[config.mk]
export PLATFORM = sky130hd
export DESIGN_NAME = banked_sfr_map_slice
export DESIGN_NICKNAME = d
export VERILOG_FILES = /design/src/design/banked_sfr_map_slice.v
export VERILOG_INCLUDE_DIRS = /design/src /design/src/inc
export SDC_FILE = /design/constraint.sdc
export NUM_CORES = 1
export LEC_CHECK = 0
export BUFFER_PORTS_ARGS = -buffer_cell sky130_fd_sc_hd__buf_2
export CORE_ASPECT_RATIO = 2
export CORE_MARGIN = 4
export CORE_UTILIZATION = 55
export DETAILED_ROUTE_END_ITERATION = 7
export PLACE_DENSITY = 0.86
export SYNTH_ARGS = -nofsm -noshare
export SYNTH_HDL_FRONTEND = slang
export SYNTH_SLANG_ARGS = --single-unit
[constraint.sdc]
create_clock -name mclk_i -period 3.6 [get_ports mclk_i]
set_clock_uncertainty 0.1 [all_clocks]
set_input_delay 0.36 -clock mclk_i [delete_from_list [all_inputs] [get_ports mclk_i]]
set_output_delay 0.36 -clock mclk_i [all_outputs]
set_load 0.05 [all_outputs]
[src/inc/sfr_map_defines.vh]
// register offsets, field widths and reset values for the banked register map slice
`ifndef SFR_MAP_DEFINES_VH
`define SFR_MAP_DEFINES_VH

`define ADDR_W                  9
// bank 1 upper part
`define OFF_SERIAL_CONTROL_TWO  9'h091
`define OFF_TIMER2_PERIOD       9'h092
`define OFF_SERIAL_SLAVE_ADDR   9'h093
`define OFF_SERIAL_PORT_FLAGS   9'h094
`define OFF_CONV_RESULT_LOW     9'h09e
`define OFF_CONV_CONFIG_ONE     9'h09f
// bank 2 lower part
`define OFF_INDIRECT_PORT       9'h100
`define OFF_TIMER0_COUNT        9'h101
`define OFF_PC_LOW_BYTE         9'h102
`define OFF_CPU_FLAGS           9'h103
`define OFF_INDIRECT_POINTER    9'h104
`define OFF_PORT_B_DATA         9'h106
`define OFF_PC_UPPER_LATCH      9'h10a
`define OFF_INTERRUPT_CONTROL   9'h10b
`define OFF_NVM_DATA_LOW        9'h10c
`define OFF_NVM_ADDRESS_LOW     9'h10d
`define OFF_NVM_DATA_HIGH       9'h10e
// low offsets of the bank-independent core registers
`define LOW_INDIRECT_PORT       7'h00
`define LOW_PC_LOW_BYTE         7'h02
`define LOW_CPU_FLAGS           7'h03
`define LOW_INDIRECT_POINTER    7'h04
`define LOW_PC_UPPER_LATCH      7'h0a
`define LOW_INTERRUPT_CONTROL   7'h0b
// reset values
`define RST_SERIAL_CONTROL_TWO  8'h00
`define RST_TIMER2_PERIOD       8'hff
`define RST_SERIAL_SLAVE_ADDR   8'h00
`define RST_SERIAL_PORT_FLAGS   8'h00
`define RST_CONV_CONFIG_ONE     8'h00
`define RST_PC_LOW_BYTE         8'h00
`define RST_PC_UPPER_LATCH      5'h00
`define RST_CPU_FLAGS_UPPER     5'h03
`define RST_INTERRUPT_UPPER     7'h00
// field layout
`define PC_UPPER_W              5
`define CONV_CONFIG_MASK        8'h8f
`define SERIAL_FLAGS_WR_MASK    8'hc0
`define NVM_DATA_HIGH_MASK      8'h3f
`define CPU_FLAGS_WR_MASK       8'he7

`endif

[src/design/banked_sfr_map_slice.v]
// banked register map slice: bank 1 upper part, bank 2 lower part, shared core registers
`timescale 1ns/1ps
`include "sfr_map_defines.vh"
module banked_sfr_map_slice #(
  parameter DATA_W = 8
) (
  input  wire              mclk_i,
  input  wire              sys_rst_i,
  input  wire [`ADDR_W-1:0] addr_i,
  input  wire              wr_en_i,
  input  wire [DATA_W-1:0] wr_data_i,
  input  wire              rd_en_i,
  output wire [DATA_W-1:0] rd_data_o,
  output wire              hit_o,
  input  wire              pc_load_i,
  input  wire [DATA_W-1:0] pc_load_low_i,
  input  wire [DATA_W-1:0] indirect_rd_data_i,
  output wire              indirect_wr_o,
  output wire [DATA_W-1:0] indirect_addr_o,
  input  wire [DATA_W-1:0] timer0_count_i,
  output wire              timer0_wr_o,
  input  wire [DATA_W-1:0] port_b_pins_i,
  output wire [DATA_W-1:0] port_b_latch_o,
  input  wire [DATA_W-1:0] conv_result_low_i,
  input  wire [2:0]        alu_flags_i,
  input  wire              alu_flags_we_i,
  input  wire [1:0]        power_flags_i,
  input  wire              power_flags_we_i,
  input  wire [2:0]        int_flags_i,
  input  wire              int_flags_set_i,
  output wire [DATA_W-1:0] serial_control_two_o,
  output wire [DATA_W-1:0] timer2_period_o,
  output wire [DATA_W-1:0] serial_slave_address_o,
  output wire [DATA_W-1:0] serial_port_flags_o,
  output wire [DATA_W-1:0] conv_config_one_o,
  output wire [DATA_W-1:0] cpu_flags_o,
  output wire [DATA_W-1:0] interrupt_control_o,
  output wire [DATA_W-1:0] nvm_data_low_o,
  output wire [DATA_W-1:0] nvm_address_low_o,
  output wire [DATA_W-1:0] nvm_data_high_o,
  output wire [12:0]       pc_o
);

  reg [DATA_W-1:0]            serial_control_two_reg;
  reg [DATA_W-1:0]            timer2_period_reg;
  reg [DATA_W-1:0]            serial_slave_address_reg;
  reg [DATA_W-1:0]            serial_port_flags_reg;
  reg [DATA_W-1:0]            conv_config_one_reg;
  reg [DATA_W-1:0]            pc_low_reg;
  reg [`PC_UPPER_W-1:0]       pc_high_reg;
  reg [`PC_UPPER_W-1:0]       pc_upper_latch_reg;
  reg [DATA_W-1:0]            cpu_flags_reg;
  reg [DATA_W-1:0]            indirect_pointer_reg;
  reg [DATA_W-1:0]            port_b_latch_reg;
  reg [DATA_W-1:0]            interrupt_control_reg;
  reg [DATA_W-1:0]            nvm_data_low_reg;
  reg [DATA_W-1:0]            nvm_address_low_reg;
  reg [DATA_W-1:0]            nvm_data_high_reg;
  reg [DATA_W-1:0]            rd_data_reg;
  reg [DATA_W-1:0]            rd_data_next;
  reg                         hit_next;
  reg                         sel_scr2, sel_per, sel_sadd, sel_sflg, sel_crl, sel_cc1;
  reg                         sel_ind, sel_t0, sel_pclow, sel_stat, sel_ptr, sel_pb;
  reg                         sel_pcu, sel_intc, sel_ndl, sel_nal, sel_ndh;
  wire [6:0]                  low_off;
  wire                        wr_ind, wr_pclow, wr_stat, wr_ptr, wr_pcu, wr_intc;

  assign low_off = addr_i[6:0];

  // address decode; shared core registers match low offset in any bank
  always @* begin
    sel_ind  = (low_off == `LOW_INDIRECT_PORT);
    sel_pclow = (low_off == `LOW_PC_LOW_BYTE);
    sel_stat = (low_off == `LOW_CPU_FLAGS);
    sel_ptr  = (low_off == `LOW_INDIRECT_POINTER);
    sel_pcu  = (low_off == `LOW_PC_UPPER_LATCH);
    sel_intc = (low_off == `LOW_INTERRUPT_CONTROL);
    sel_scr2 = 1'b0;
    sel_per  = 1'b0;
    sel_sadd = 1'b0;
    sel_sflg = 1'b0;
    sel_crl  = 1'b0;
    sel_cc1  = 1'b0;
    sel_t0   = 1'b0;
    sel_pb   = 1'b0;
    sel_ndl  = 1'b0;
    sel_nal  = 1'b0;
    sel_ndh  = 1'b0;
    if (addr_i == `OFF_SERIAL_CONTROL_TWO) begin
      sel_scr2 = 1'b1;
    end else if (addr_i == `OFF_TIMER2_PERIOD) begin
      sel_per = 1'b1;
    end else if (addr_i == `OFF_SERIAL_SLAVE_ADDR) begin
      sel_sadd = 1'b1;
    end else if (addr_i == `OFF_SERIAL_PORT_FLAGS) begin
      sel_sflg = 1'b1;
    end else if (addr_i == `OFF_CONV_RESULT_LOW) begin
      sel_crl = 1'b1;
    end else if (addr_i == `OFF_CONV_CONFIG_ONE) begin
      sel_cc1 = 1'b1;
    end else if (addr_i == `OFF_TIMER0_COUNT) begin
      sel_t0 = 1'b1;
    end else if (addr_i == `OFF_PORT_B_DATA) begin
      sel_pb = 1'b1;
    end else if (addr_i == `OFF_NVM_DATA_LOW) begin
      sel_ndl = 1'b1;
    end else if (addr_i == `OFF_NVM_ADDRESS_LOW) begin
      sel_nal = 1'b1;
    end else if (addr_i == `OFF_NVM_DATA_HIGH) begin
      sel_ndh = 1'b1;
    end
  end

  assign wr_ind  = wr_en_i & sel_ind;
  assign wr_pclow = wr_en_i & sel_pclow;
  assign wr_stat = wr_en_i & sel_stat;
  assign wr_ptr  = wr_en_i & sel_ptr;
  assign wr_pcu  = wr_en_i & sel_pcu;
  assign wr_intc = wr_en_i & sel_intc;

  // read mux; unmapped locations give zero
  always @* begin
    rd_data_next = {DATA_W{1'b0}};
    hit_next     = 1'b1;
    if (sel_ind) begin
      rd_data_next = indirect_rd_data_i;
    end else if (sel_pclow) begin
      rd_data_next = pc_low_reg;
    end else if (sel_stat) begin
      rd_data_next = cpu_flags_reg;
    end else if (sel_ptr) begin
      rd_data_next = indirect_pointer_reg;
    end else if (sel_pcu) begin
      rd_data_next = {3'h0, pc_upper_latch_reg};
    end else if (sel_intc) begin
      rd_data_next = interrupt_control_reg;
    end else if (sel_scr2) begin
      rd_data_next = serial_control_two_reg;
    end else if (sel_per) begin
      rd_data_next = timer2_period_reg;
    end else if (sel_sadd) begin
      rd_data_next = serial_slave_address_reg;
    end else if (sel_sflg) begin
      rd_data_next = serial_port_flags_reg;
    end else if (sel_crl) begin
      rd_data_next = conv_result_low_i;
    end else if (sel_cc1) begin
      rd_data_next = conv_config_one_reg;
    end else if (sel_t0) begin
      rd_data_next = timer0_count_i;
    end else if (sel_pb) begin
      rd_data_next = port_b_pins_i;
    end else if (sel_ndl) begin
      rd_data_next = nvm_data_low_reg;
    end else if (sel_nal) begin
      rd_data_next = nvm_address_low_reg;
    end else if (sel_ndh) begin
      rd_data_next = nvm_data_high_reg;
    end else begin
      rd_data_next = {DATA_W{1'b0}};
      hit_next     = 1'b0;
    end
    if (!rd_en_i) begin
      rd_data_next = {DATA_W{1'b0}};
    end
  end

  // registered read data, one cycle after the read strobe
  always @(posedge mclk_i) begin
    if (sys_rst_i) begin
      rd_data_reg <= {DATA_W{1'b0}};
    end else begin
      rd_data_reg <= rd_data_next;
    end
  end

  // register writes; unmatched addresses write nothing
  always @(posedge mclk_i) begin
    if (sys_rst_i) begin
      serial_control_two_reg   <= `RST_SERIAL_CONTROL_TWO;
      timer2_period_reg        <= `RST_TIMER2_PERIOD;
      serial_slave_address_reg <= `RST_SERIAL_SLAVE_ADDR;
      serial_port_flags_reg    <= `RST_SERIAL_PORT_FLAGS;
      conv_config_one_reg      <= `RST_CONV_CONFIG_ONE;
      pc_low_reg               <= `RST_PC_LOW_BYTE;
      pc_high_reg              <= `RST_PC_UPPER_LATCH;
      pc_upper_latch_reg       <= `RST_PC_UPPER_LATCH;
      cpu_flags_reg            <= {`RST_CPU_FLAGS_UPPER, 3'h0};
      interrupt_control_reg    <= {`RST_INTERRUPT_UPPER, 1'b0};
    end else begin
      if (wr_en_i && sel_scr2) serial_control_two_reg <= wr_data_i;
      if (wr_en_i && sel_per) timer2_period_reg <= wr_data_i;
      if (wr_en_i && sel_sadd) serial_slave_address_reg <= wr_data_i;
      // only the two mode bits of the serial flags are software-writable
      if (wr_en_i && sel_sflg) begin
        serial_port_flags_reg <= (serial_port_flags_reg & ~`SERIAL_FLAGS_WR_MASK) | (wr_data_i & `SERIAL_FLAGS_WR_MASK);
      end
      if (wr_en_i && sel_cc1) conv_config_one_reg <= wr_data_i & `CONV_CONFIG_MASK;
      if (wr_en_i && sel_pcu) pc_upper_latch_reg <= wr_data_i[`PC_UPPER_W-1:0];
      if (pc_load_i) begin
        pc_high_reg <= pc_upper_latch_reg;
        pc_low_reg  <= pc_load_low_i;
      end else if (wr_pclow) begin
        pc_high_reg <= pc_upper_latch_reg;
        pc_low_reg  <= wr_data_i;
      end
      // status: power flags read-only, alu flags from core win over writes
      if (wr_stat) begin
        cpu_flags_reg <= (cpu_flags_reg & ~`CPU_FLAGS_WR_MASK) | (wr_data_i & `CPU_FLAGS_WR_MASK);
      end
      if (power_flags_we_i) cpu_flags_reg[4:3] <= power_flags_i;
      if (alu_flags_we_i) cpu_flags_reg[2:0] <= alu_flags_i;
      // interrupt flags: hardware set wins over a software clear
      if (wr_intc) interrupt_control_reg <= wr_data_i;
      if (int_flags_set_i) interrupt_control_reg[2:0] <= (wr_intc ? wr_data_i[2:0] : interrupt_control_reg[2:0])
                                                         | int_flags_i;
    end
  end

  // unknown-at-reset registers, loaded only by writes
  always @(posedge mclk_i) begin
    if (wr_ptr) indirect_pointer_reg <= wr_data_i;
    if (wr_en_i && sel_pb) port_b_latch_reg <= wr_data_i;
    if (wr_en_i && sel_ndl) nvm_data_low_reg <= wr_data_i;
    if (wr_en_i && sel_nal) nvm_address_low_reg <= wr_data_i;
    if (wr_en_i && sel_ndh) nvm_data_high_reg <= wr_data_i & `NVM_DATA_HIGH_MASK;
  end

  // counter upper five bits only via pc_o
  assign pc_o                   = {pc_high_reg, pc_low_reg};
  assign rd_data_o              = rd_data_reg;
  assign hit_o                  = hit_next;
  assign indirect_wr_o          = wr_ind;
  assign indirect_addr_o        = indirect_pointer_reg;
  assign timer0_wr_o            = wr_en_i & sel_t0;
  assign port_b_latch_o         = port_b_latch_reg;
  assign serial_control_two_o   = serial_control_two_reg;
  assign timer2_period_o        = timer2_period_reg;
  assign serial_slave_address_o = serial_slave_address_reg;
  assign serial_port_flags_o    = serial_port_flags_reg;
  assign conv_config_one_o      = conv_config_one_reg;
  assign cpu_flags_o            = cpu_flags_reg;
  assign interrupt_control_o    = interrupt_control_reg;
  assign nvm_data_low_o         = nvm_data_low_reg;
  assign nvm_address_low_o      = nvm_address_low_reg;
  assign nvm_data_high_o        = nvm_data_high_reg;

endmodule // banked_sfr_map_slice

==> impl_metrics.ini <==
[setup_path]
path_class = primary input to output port
critPathTopFamily = simple AND/OR/NAND/NOR gates
critical_path.max_fanout = 13
worstPathRequired_ns = 3.14
crit_top_cell = buf_2
cp.arrival_ns = 2.30
crit_slowest_cell = and2_1
slowest_delay_ns = 0.47
cp_num_buf_inv = 2
crit_path_start_kind = primary input
crit_path_end_kind = output port
r2r_start = nvm_data_high_o[0]
crit_path_start = addr_i[5]
worstPathCellList = buf_2 -> nor4b_4 -> and2_1 -> nand2_1 -> o22a_1 -> a2bb2oi_1 -> o2111ai_1 -> buf_2

[synthesis]
yosysWarnings = 0
synth.cell_area_um2 = 5660
synth.avg_cell_area_um2 = 9.05
synthTopCellsByCount = nand2_1 (77), dfxtp_1 (73), a21oi_1 (63), nor2_1 (48), edfxtp_1 (38)
synth_area_leaders = dfxtp_1 (26%), edfxtp_1 (20%), mux2i_1 (6.2%), a21oi_1 (5.6%), nand2_1 (5.1%)
synth_ff_type = dfxtp_1
synthMostInstantiatedCell = nand2_1
ys_ff_latch = 111
synth.largest_area_cell = dfxtp_1
synth.distinct_cells = 68
postSynthCellCount = 626
synth_edf_count = 38
netlist.area_leader.share = 0.258
yosysSeqAreaShare = 0.459
synth-async-reset-ratio = 0

[cells_and_area]
fin_nets = 862
regArea_um2 = 2600
num_antenna_cells = 0
drive_gt1_frac = 0.297
final_core_util = 0.684
syn_to_final_growth_pct = 21.8
fillers = 833
multi_input_area_um2 = 2780

[grt]
grt_max_degree = 67
grt_pass1_vias = 5741
grtUsageMet3 = 0.0556
antenna_found_initial = 0
grt_pass1_wl_um = 33000
grt_busiest_layer = met2
gr-usage-met1 = 0.400
track_usage = 0.372
gr-total-overflow = 0
met2_usage = 0.652

[routing]
wl_um = 22500
wl_per_cell_um = 24.2
viasPerCell = 6.37
drtIter0Drc = 603
drc_errors = 0
drt_pass1_iterations = 7
ant_nets = 0
via_count = 5914

[clock_network]
cts-root-buf = clkbuf_16
numCtsBuffers = 9
ctsResizeCount = 0
cts_hold_buf = 0
post-cts-setup-buffers = 0
numClockSinks = 111
clockBufferDepth = 2
cts_max_level = 3
clk_pin_slew_worst_paths_ns = 0.07
insertion_delay_ns = 0.36
cts_tree = built

[floorplan]
coreArea_um2 = 10100
die_h_um = 152
die_area_um2 = 12100
io_pins = 193
dieWidth_um = 79.8
rows = 52
start_util = 0.562

[sta]
min_period_ns = 2.76
tns_ns = 0
report.final.slew_viol_count = 0
timing.final.crit_share = 0.765
setup_violations = 0
relSlewSlack = 0.485
fmax_mhz = 363
rsz0062_at_grt = no
finalHoldViolCount = 0
tightestPinTransition_ns = 0.769

[place]
portBuffers = 181
place_hpwl_um = 17200
globalplace.congestion = 1.07

[pwr]
power_frac_seq = 0.495
power.leakage_nw = 2.91
clockPowerShare = 0.369
p_sw_frac = 0.290
internal_power_mw = 1.89
p_sw_mw = 0.776
ir_drop_v = 0.000304
p_comb_frac = 0.136
power_density_nw_per_um2 = 387

[flow_run]
max-cap-violations = 0

[worst_hold_path]
worstHoldPathType = primary input to flip-flop
hp-start = power_flags_i[0]

[status]
outcome = finished clean
## metal layers
metal / part of all wire / vias up
met4: 0.086 / 0
met3: 0.079 / 106
met1: 0.33 / 2801
met2: 0.51 / 412
li1: - / 2595
met5: 0 / -
## logic make-up (layout without fill, tap and decap cells)
| logic type | Yosys count | after routing | share of synthesized area |
|---|---|---|---|
| other cells | 1 | 11 | 0.000662 |
| compound gates | 181 | 181 | 0.205 |
| mux | 42 | 42 | 0.0758 |
| buf+inv | 63 | 221 | 0.0565 |
| simple gates | 228 | 228 | 0.203 |
| flops | 111 | 111 | 0.459 |
## final timing paths
kind,to,slack (ns),cells after the start
max,hit_o,0.84,8
min,cpu_flags_o[3],0.12,2
max reg2reg,rd_data_o[0],1.76,6
min reg2reg,serial_control_two_o[5],0.37,2
## power groups by stage
stage / clock [mW] / combinational (mW) / sequential [mW]
CTS: 0.983 / 0.356 / 1.32
finish: 0.985 / 0.364 / 1.32
global route: 1.04 / 0.383 / 1.32
detailed placement: 0 / 0.356 / 1.35
floorplan: 0 / 0.186 / 1.40
global placement: 0 / 0.351 / 1.35
## through the flow
step	hold slack [ns]	setup WS [ns]	instances	area [um^2]	total power [mW]
5_1_grt	0.133	0.733	929	6900	2.75
4_1_cts	0.126	0.873	929	6900	2.66
2_1_floorplan	0.349	0.858	636	5700	1.58
6_report	0.122	0.844	929	6900	2.67
3_5_place_dp	0.358	0.886	913	6610	1.70
3_3_place_gp	0.356	0.925	913	6610	1.70
## cells in the final DEF (no fill, tap or decap), types with 5 or more instances in the layout
cell	count
buf_2	181
nand2_1	77
dfxtp_1	73
a21oi_1	63
nor2_1	48
edfxtp_1	38
o21ai_0	37
mux2i_1	35
nand3_1	25
buf_4	18
nor2b_1	17
nor3_1	14
a211oi_1	12
conb_1	11
a211o_1	10
clkbuf_16	9
nand2b_1	8
o22ai_1	7
mux2_2	7
and3_1	6
inv_1	5
a221oi_1	5
a22oi_1	5
## final cells by class
class                   count  share of cell area
multi-input cells         462               0.403
flip-flops and latches    111               0.377
repair buffers            199               0.151
clock buffers               9              0.0326
well taps                 135              0.0245
clock inverters             7             0.00888
inverters                   6             0.00326
No activity file was read; power rests on OpenSTA's default activity.
